[config.mk]
export PLATFORM = sky130hd
export DESIGN_NAME = spr_power_reset
export DESIGN_NICKNAME = d
export VERILOG_FILES = /design/src/hw/spr_pkg.sv /design/src/hw/spr_edge_sync.sv /design/src/hw/spr_fan_ctrl.sv /design/src/hw/spr_power_reset.sv
export SDC_FILE = /design/constraint.sdc
export NUM_CORES = 1
export LEC_CHECK = 0
export ABC_AREA = 1
export BUFFER_PORTS_ARGS = -buffer_cell sky130_fd_sc_hd__buf_2
export CORE_UTILIZATION = 60
export DETAILED_ROUTE_END_ITERATION = 12
export GPL_ROUTABILITY_DRIVEN = 1
export PLACE_DENSITY = 0.81
export SLEW_MARGIN = 30
export SYNTH_ARGS = -nofsm -noshare
export SYNTH_HDL_FRONTEND = slang
export SYNTH_HIERARCHICAL = 1
export SYNTH_SLANG_ARGS = --single-unit
export TNS_END_PERCENT = 50
[constraint.sdc]
create_clock -name i_clk -period 3.89 [get_ports i_clk]
set_clock_uncertainty 0.15 [all_clocks]
set_input_delay 0.778 -clock i_clk [delete_from_list [all_inputs] [get_ports i_clk]]
set_output_delay 0.778 -clock i_clk [all_outputs]
set_load 0.01 [all_outputs]
[src/hw/spr_pkg.sv]
// Package: constants and types shared by the power and reset management block
package spr_pkg;

	// ----------------------------------------------------------------------
	// Clock and timing
	// ----------------------------------------------------------------------
	localparam int unsigned CLK_HZ            = 10_000_000;
	localparam int unsigned CLK_PERIOD_NS     = 100;
	localparam int unsigned MIN_PRESS_MS      = 16;
	// Least press time on the buttons, in cycles
	localparam int unsigned MIN_PRESS_CYC     = (MIN_PRESS_MS * (CLK_HZ / 1000));
	// Width of the carrier reset pulse, in cycles
	localparam int unsigned RESET_PULSE_CYC   = 1000;
	// Cycles that power must stay good before startup
	localparam int unsigned STARTUP_DELAY_CYC = 1000;
	// Tach gate window in cycles (one second)
	localparam int unsigned TACH_GATE_CYC     = CLK_HZ;
	localparam int unsigned TACH_PULSES_PER_REV = 2;
	// Cycles after reset release until the strap synchronisers hold pin values
	localparam logic [1:0]  STRAP_SETTLE_CYC  = 2'h2;

	// ----------------------------------------------------------------------
	// Reset values
	// ----------------------------------------------------------------------
	localparam logic [7:0]  FAN_DUTY_RST      = 8'hff;
	localparam logic [15:0] FAN_RPM_RST       = 16'h0000;
	localparam logic [1:0]  BOOT_SEL_RST      = 2'h0;

	// Power state of the managed system
	typedef enum logic [1:0] {
		SPR_OFF,
		SPR_WAIT_GOOD,
		SPR_RUN,
		SPR_SUSPEND
	} spr_state_t;

endpackage : spr_pkg

[src/hw/spr_edge_sync.sv]
// Module: two-flop input synchroniser with falling-edge pulse
module spr_edge_sync
	import spr_pkg::*;
#(
	parameter logic RESET_LEVEL = 1'b1
) (
	input  wire logic i_clk,
	input  wire logic i_resetn,
	input  wire logic i_pin,
	output logic      o_level,
	output logic      o_fall
);

	logic meta_reg;
	logic sync_reg;
	logic prev_reg;

	// ----------------------------------------------------------------------
	// Synchroniser: only the second flop reads the first
	// ----------------------------------------------------------------------
	always_ff @(posedge i_clk or negedge i_resetn) begin
		if (!i_resetn) begin
			meta_reg <= RESET_LEVEL;
			sync_reg <= RESET_LEVEL;
			prev_reg <= RESET_LEVEL;
		end else begin
			meta_reg <= i_pin;
			sync_reg <= meta_reg;
			prev_reg <= sync_reg;
		end
	end

	assign o_level = sync_reg;
	assign o_fall  = prev_reg & ~sync_reg;

endmodule : spr_edge_sync

[src/hw/spr_fan_ctrl.sv]
// Module: fan PWM drive and tachometer speed measurement
module spr_fan_ctrl
	import spr_pkg::*;
#(
	parameter int unsigned GATE_CYC = TACH_GATE_CYC
) (
	input  wire logic        i_clk,
	input  wire logic        i_resetn,
	input  wire logic [7:0]  i_duty,
	input  wire logic        i_tach_fall,
	output logic             o_fan_drive_out,
	output logic             o_fan_drive_oe,
	output logic [15:0]      o_fan_rpm
);

	logic [7:0]  pwm_cnt_reg;
	logic [7:0]  pwm_cnt_next;
	logic        pwm_low_reg;
	logic        pwm_low_next;
	logic [31:0] gate_reg;
	logic [31:0] gate_next;
	logic [15:0] pulse_reg;
	logic [15:0] pulse_next;
	logic [15:0] rpm_reg;
	logic [15:0] rpm_next;

	// ----------------------------------------------------------------------
	// PWM and tach next-state logic
	// ----------------------------------------------------------------------
	always_comb begin
		pwm_cnt_next = pwm_cnt_reg + 8'h01;
		// Open drain: pull low for the off part of the period, release otherwise
		pwm_low_next = (pwm_cnt_reg >= i_duty) && (i_duty != 8'hff);
		gate_next    = gate_reg + 32'h1;
		pulse_next   = i_tach_fall ? pulse_reg + 16'h0001 : pulse_reg;
		rpm_next     = rpm_reg;
		if (gate_reg == GATE_CYC - 1) begin
			gate_next  = 32'h0;
			// A fall on the closing cycle opens the next window instead of being lost
			pulse_next = {15'h0, i_tach_fall};
			// Two pulses per turn: per-second count times 60 / 2
			rpm_next   = 16'((32'(pulse_reg) * 60) / TACH_PULSES_PER_REV);
		end
	end

	// ----------------------------------------------------------------------
	// Registers
	// ----------------------------------------------------------------------
	always_ff @(posedge i_clk or negedge i_resetn) begin
		if (!i_resetn) begin
			pwm_cnt_reg <= 8'h00;
			pwm_low_reg <= 1'b0;
			gate_reg    <= 32'h0;
			pulse_reg   <= 16'h0000;
			rpm_reg     <= FAN_RPM_RST;
		end else begin
			pwm_cnt_reg <= pwm_cnt_next;
			pwm_low_reg <= pwm_low_next;
			gate_reg    <= gate_next;
			pulse_reg   <= pulse_next;
			rpm_reg     <= rpm_next;
		end
	end

	assign o_fan_drive_out = 1'b0;
	assign o_fan_drive_oe  = pwm_low_reg;
	assign o_fan_rpm       = rpm_reg;

endmodule : spr_fan_ctrl

[src/hw/spr_power_reset.sv]
// Module: system power, reset and fan management for the carrier interface
// ----------------------------------------------------------------------------
// Overview of operation
// - A falling edge on the power button makes a power-button event.
// - Power-button events wake from soft-off or suspend, or power a running system down.
// - Reset button is active low, edge triggered; falling edge starts reset.
// - A held-low reset button does not keep the system in reset.
// - Carrier reset driven by button, bad power, low 12 V, watchdog or software.
// - High power-good means good power; startup waits while it is low.
// - Watchdog output signals that a watchdog timeout occurred.
// - Active-low suspend warning asserted on the cycle suspend is entered and held through it; unused in enhanced serial mode.
// - Fan speed set by open-drain PWM output duty cycle.
// - Boot source from two active-low straps; unconnected strap reads deasserted.
// ----------------------------------------------------------------------------
module spr_power_reset
	import spr_pkg::*;
#(
	parameter int unsigned RESET_CYC = RESET_PULSE_CYC,
	parameter int unsigned START_CYC = STARTUP_DELAY_CYC,
	parameter int unsigned GATE_CYC  = TACH_GATE_CYC
) (
	input  wire logic        i_clk,
	input  wire logic        i_resetn,
	input  wire logic        i_power_button_n,
	input  wire logic        i_reset_button_n,
	input  wire logic        i_supply_good_in,
	input  wire logic        i_main_twelve_volt_ok,
	input  wire logic        i_watchdog_timeout,
	input  wire logic        i_sw_reset_req,
	input  wire logic        i_suspend_req,
	input  wire logic        i_enhanced_serial_mode,
	input  wire logic        i_fan_speed_pulse_in,
	input  wire logic [7:0]  i_fan_duty,
	input  wire logic        i_boot_select_strap0_n,
	input  wire logic        i_boot_select_strap1_n,
	output logic             o_carrier_reset_out_n,
	output logic             o_watchdog_expired_out,
	output logic             o_suspend_warning_n,
	output logic             o_fan_drive_out,
	output logic             o_fan_drive_oe,
	output logic [15:0]      o_fan_rpm,
	output logic             o_power_button_event,
	output logic             o_system_on,
	output logic             o_soft_off_state,
	output logic [1:0]       o_boot_select
);

	// ----------------------------------------------------------------------
	// Input conditioning
	// ----------------------------------------------------------------------
	logic pwr_lvl;
	logic pwr_fall;
	logic rst_lvl;
	logic rst_fall;
	logic good_lvl;
	logic tach_fall;
	logic v12_lvl;
	logic s0_lvl;
	logic s1_lvl;

	spr_edge_sync #(.RESET_LEVEL(1'b1)) u_sync_pwr (
		.i_clk    (i_clk),
		.i_resetn (i_resetn),
		.i_pin    (i_power_button_n),
		.o_level  (pwr_lvl),
		.o_fall   (pwr_fall)
	);
	spr_edge_sync #(.RESET_LEVEL(1'b1)) u_sync_rst (
		.i_clk    (i_clk),
		.i_resetn (i_resetn),
		.i_pin    (i_reset_button_n),
		.o_level  (rst_lvl),
		.o_fall   (rst_fall)
	);
	spr_edge_sync #(.RESET_LEVEL(1'b0)) u_sync_good (
		.i_clk    (i_clk),
		.i_resetn (i_resetn),
		.i_pin    (i_supply_good_in),
		.o_level  (good_lvl),
		.o_fall   ()
	);
	spr_edge_sync #(.RESET_LEVEL(1'b1)) u_sync_tach (
		.i_clk    (i_clk),
		.i_resetn (i_resetn),
		.i_pin    (i_fan_speed_pulse_in),
		.o_level  (),
		.o_fall   (tach_fall)
	);
	spr_edge_sync #(.RESET_LEVEL(1'b0)) u_sync_v12 (
		.i_clk    (i_clk),
		.i_resetn (i_resetn),
		.i_pin    (i_main_twelve_volt_ok),
		.o_level  (v12_lvl),
		.o_fall   ()
	);
	spr_edge_sync #(.RESET_LEVEL(1'b1)) u_sync_s0 (
		.i_clk    (i_clk),
		.i_resetn (i_resetn),
		.i_pin    (i_boot_select_strap0_n),
		.o_level  (s0_lvl),
		.o_fall   ()
	);
	spr_edge_sync #(.RESET_LEVEL(1'b1)) u_sync_s1 (
		.i_clk    (i_clk),
		.i_resetn (i_resetn),
		.i_pin    (i_boot_select_strap1_n),
		.o_level  (s1_lvl),
		.o_fall   ()
	);

	// ----------------------------------------------------------------------
	// Power state machine and reset pulse
	// ----------------------------------------------------------------------
	spr_state_t  state_reg;
	spr_state_t  state_next;
	logic [31:0] rst_cnt_reg;
	logic [31:0] rst_cnt_next;
	logic [31:0] start_cnt_reg;
	logic [31:0] start_cnt_next;
	logic        rst_out_n_reg;
	logic        rst_out_n_next;
	logic        wdt_reg;
	logic        wdt_next;
	logic        susw_n_reg;
	logic        susw_n_next;
	logic        pbe_reg;
	logic        pbe_next;
	logic [1:0]  boot_reg;
	logic [1:0]  boot_next;
	logic        boot_taken_reg;
	logic        boot_taken_next;
	logic [1:0]  boot_age_reg;
	logic [1:0]  boot_age_next;
	logic        level_cause;
	logic        pulse_cause;

	// Level causes hold reset for as long as they last; edge causes start a timed pulse
	assign level_cause = ~good_lvl | ~v12_lvl;
	assign pulse_cause = rst_fall | i_watchdog_timeout | i_sw_reset_req;

	always_comb begin
		state_next      = state_reg;
		start_cnt_next  = start_cnt_reg;
		rst_cnt_next    = (rst_cnt_reg != 32'h0) ? rst_cnt_reg - 32'h1 : 32'h0;
		wdt_next        = wdt_reg | i_watchdog_timeout;
		pbe_next        = pwr_fall;
		boot_next       = boot_reg;
		boot_taken_next = boot_taken_reg;
		boot_age_next   = boot_age_reg;
		susw_n_next     = 1'b1;
		// Pulse length is fixed, so a held button cannot extend the reset
		if (pulse_cause) begin
			rst_cnt_next = 32'(RESET_CYC);
		end
		case (state_reg)
			SPR_OFF: begin
				if (pwr_fall) begin
					state_next     = SPR_WAIT_GOOD;
					start_cnt_next = 32'h0;
				end
			end
			SPR_WAIT_GOOD: begin
				// Startup held off while supply is not good
				if (!good_lvl) begin
					start_cnt_next = 32'h0;
				end else if (start_cnt_reg == START_CYC - 1) begin
					state_next = SPR_RUN;
					// Flag clears on startup, but a timeout in this very cycle still sets it
					wdt_next   = i_watchdog_timeout;
				end else begin
					start_cnt_next = start_cnt_reg + 32'h1;
				end
			end
			SPR_RUN: begin
				if (pwr_fall) begin
					state_next = SPR_OFF;
				end else if (i_suspend_req) begin
					state_next = SPR_SUSPEND;
				end
				// Warn bus peripherals from the same cycle that the state enters suspend
				susw_n_next = ~(i_suspend_req & ~i_enhanced_serial_mode);
			end
			SPR_SUSPEND: begin
				susw_n_next = i_enhanced_serial_mode;
				if (pwr_fall) begin
					state_next     = SPR_WAIT_GOOD;
					start_cnt_next = 32'h0;
				end
			end
			default: begin
				state_next = SPR_OFF;
			end
		endcase
		rst_out_n_next = ~(level_cause | pulse_cause | (rst_cnt_next != 32'h0)
			| (state_next != SPR_RUN));
		// Pulled-high straps read 0 when open; the choice follows the synchroniser
		// until it has filled, since the first edges only see its reset level
		if (!boot_taken_reg) begin
			boot_next       = {~s1_lvl, ~s0_lvl};
			if (boot_age_reg == STRAP_SETTLE_CYC) begin
				boot_taken_next = 1'b1;
			end else begin
				boot_age_next = boot_age_reg + 2'h1;
			end
		end
	end

	always_ff @(posedge i_clk or negedge i_resetn) begin
		if (!i_resetn) begin
			state_reg      <= SPR_OFF;
			rst_cnt_reg    <= 32'h0;
			start_cnt_reg  <= 32'h0;
			rst_out_n_reg  <= 1'b0;
			wdt_reg        <= 1'b0;
			susw_n_reg     <= 1'b1;
			pbe_reg        <= 1'b0;
			boot_reg       <= BOOT_SEL_RST;
			boot_taken_reg <= 1'b0;
			boot_age_reg   <= 2'h0;
		end else begin
			state_reg      <= state_next;
			rst_cnt_reg    <= rst_cnt_next;
			start_cnt_reg  <= start_cnt_next;
			rst_out_n_reg  <= rst_out_n_next;
			wdt_reg        <= wdt_next;
			susw_n_reg     <= susw_n_next;
			pbe_reg        <= pbe_next;
			boot_reg       <= boot_next;
			boot_taken_reg <= boot_taken_next;
			boot_age_reg   <= boot_age_next;
		end
	end

	// ----------------------------------------------------------------------
	// Fan control
	// ----------------------------------------------------------------------
	spr_fan_ctrl #(.GATE_CYC(GATE_CYC)) u_fan (
		.i_clk           (i_clk),
		.i_resetn        (i_resetn),
		.i_duty          (i_fan_duty),
		.i_tach_fall     (tach_fall),
		.o_fan_drive_out (o_fan_drive_out),
		.o_fan_drive_oe  (o_fan_drive_oe),
		.o_fan_rpm       (o_fan_rpm)
	);

	assign o_carrier_reset_out_n  = rst_out_n_reg;
	assign o_watchdog_expired_out = wdt_reg;
	assign o_suspend_warning_n    = susw_n_reg;
	assign o_power_button_event   = pbe_reg;
	assign o_system_on            = (state_reg == SPR_RUN);
	assign o_soft_off_state       = (state_reg == SPR_OFF);
	assign o_boot_select          = boot_reg;
endmodule : spr_power_reset

==> key figures <==
Status
  • Status: finished, final reports clean

CTS
  • Post_cts resized: 0
  • CTS clk-pin slew, worst paths: 0.06 ns
  • Clock sink count: 163
  • CTS Buf Count: 17
  • H-Tree Depth: 4
  • TritonCTS clock tree: done
  • Cts hold-fix bufs: 0
  • Max Root-Sink Buffers: 2
  • Clk_lat worst skew: 0.43 ns
  • CTS root buf: clkbuf_16
  • Postcts setup bufs: 0

Drt
  • Vias post-DR: 9015
  • Wire per inst: 13.91 µm
  • Final wirelength: 23480 µm
  • TritonRoute pass-1 iters: 6
  • First DRT Iteration DRCs: 661
  • Via density: 5.341
  • ANT nets after route: 0
  • DRC: 0

Global route
  • Vias in the first global route: 8738
  • Largest net degree at the start of global routing: 81
  • First-pass GRT wire length: 39810 µm
  • Total global routing overflow: 0
  • Antenna violations before repair: 0
  • GRT Total Usage: 0.2769

Timing
  • Final setup vio count: 0
  • RSZ-0062 raised after global routing: no
  • Max Clock Freq: 316.8 MHz
  • Final hold slack: 0.1895 ns
  • Fin crit period: 3.156 ns
  • Worst slew margin: 0.5010
  • Final period util: 0.8114
  • Setup tns final: 0 ns
  • Endpoints failing hold: 0
  • Slew @ Worst Pin: 0.7486 ns
  • Slew Viols, Final: 0

Floorplanning
  • # rows: 48
  • I/O pins: 47
  • Die Width: 134.4 µm
  • Core Footprint: 0.01718 mm²
  • Die ar.: 0.01806 mm²
  • Chip Height: 134.4 µm
  • Starting density of the core: 0.6122

Placement
  • Gpl congestion: 0.9364
  • Detailed placement HPWL: 17290 µm
  • I/O Buffers: 44

Synthesis
  • Yosys Warn Count: 6
  • Avg Cell Area, Syn: 7.522 µm²
  • Mapped Area: 0.01052 mm²
  • Cells after Synth: 1398

Setup path
  • Slowest CP cell: fa_1
  • Required @ worst endpoint: 4.05 ns
  • Crit-path max FO: 5
  • CP Cell Sequence: inv_1 > fa_1 > fa_1 > inv_1 > ha_1 > nand2_1 > nand2_1 > nor2_1 > nor2_1 > nor2_1 > nand2_1 > nand3_1 > nand2_1
  • Most frequent CP cell: nand2_1
  • Arrival time worst endpoint: 3.32 ns
  • CP max stage delay: 0.52 ns
  • Setup CP Type: flop to flop
  • Crit start category: flop
  • CP Capture Type: flop

Finish
  • Area Growth Syn to Fin: 10.59%
  • N_diodes: 0
  • Share of layout cells above drive strength 1: 0.09706
  • Layout Nets: 1537

Pwr
  • Leak: 6.065 nW
  • Worst VDD drop: 0.3855 mV
  • PD cells: 461.8 mW/mm²

Worst hold path
  • Worst hold path type: flop to flop

Run
  • Max-Cap Viols: 0
## worst paths after layout
check	from	to	slack [ns]	depth (start not counted)
worst min-delay path	u_sync_good/meta_reg	u_sync_good/o_level	0.19	0
min in group asynchronous	i_resetn	start_cnt_reg[26]	0.21	1
worst max register to register	u_fan/pulse_reg[3]	u_fan/o_fan_rpm[15]	0.73	13
worst max-delay path	u_fan/pulse_reg[3]	u_fan/o_fan_rpm[15]	0.73	13
worst min register to register	u_sync_good/meta_reg	u_sync_good/o_level	0.19	0
max in group asynchronous	i_resetn	u_fan/pulse_reg[14]	2.47	2
## power by group
part	switching (mW)	internal, mW	leakage (nW)	total [mW]
clock	0.680	1.21	0.323	1.89
sequential	0.0687	1.76	2.13	1.83
combinational	1.10	0.557	3.62	1.65
## metal layers
metal	vias up	GRT usage	wire length, µm
li1	4434	-	-
met1	4282	0.3603	10570
met2	263	0.4715	11390
met3	36	0.05102	1177
met4	0	0.08052	342
met5	-	0	0
## area by class of cell
type	count	area [µm²]
Fill cell	1422	5548
Multi-Input combinational cell	990	5450
Sequential cell	163	4096
Inverter	229	859.6
Clock buffer	23	488.0
Tap cell	225	281.5
Timing Repair Buffer	49	276.5
Clock inverter	9	176.4
## placed cells by master, fill, tap and decap left out, types with 31 or more instances in the layout
cell,count
a21oi_1,31
buf_2,43
dfrtp_1,149
ha_1,43
inv_1,220
nand2_1,356
nand3_1,71
nand4_1,44
nor2_1,218
xor2_1,66
## critical path: cells and delay by family, from the launching register on
family | cells | cell delay (ns)
DFF | 1 | 0.44
adders and majority gates | 3 | 1.36
and+or+nand+nor | 8 | 0.80
buffers and inverters | 2 | 0.27
## per-stage QoR
step / util / worst slack, ns / area [µm²] / power [mW] / cells
4_1_cts: 0.6767 / 0.7445 / 11620 / 5.397 / 1688
2_1_floorplan: - / 1.068 / 10520 / 3.076 / 1399
3_3_place_gp: 0.6380 / 0.8642 / 10960 / 3.440 / 1656
6_report: 0.6770 / 0.7336 / 11630 / 5.370 / 1688
5_1_grt: 0.6770 / 0.5397 / 11630 / 5.690 / 1688
3_5_place_dp: 0.6380 / 0.7511 / 10960 / 3.488 / 1656
Power figures use the tool's default switching activity.
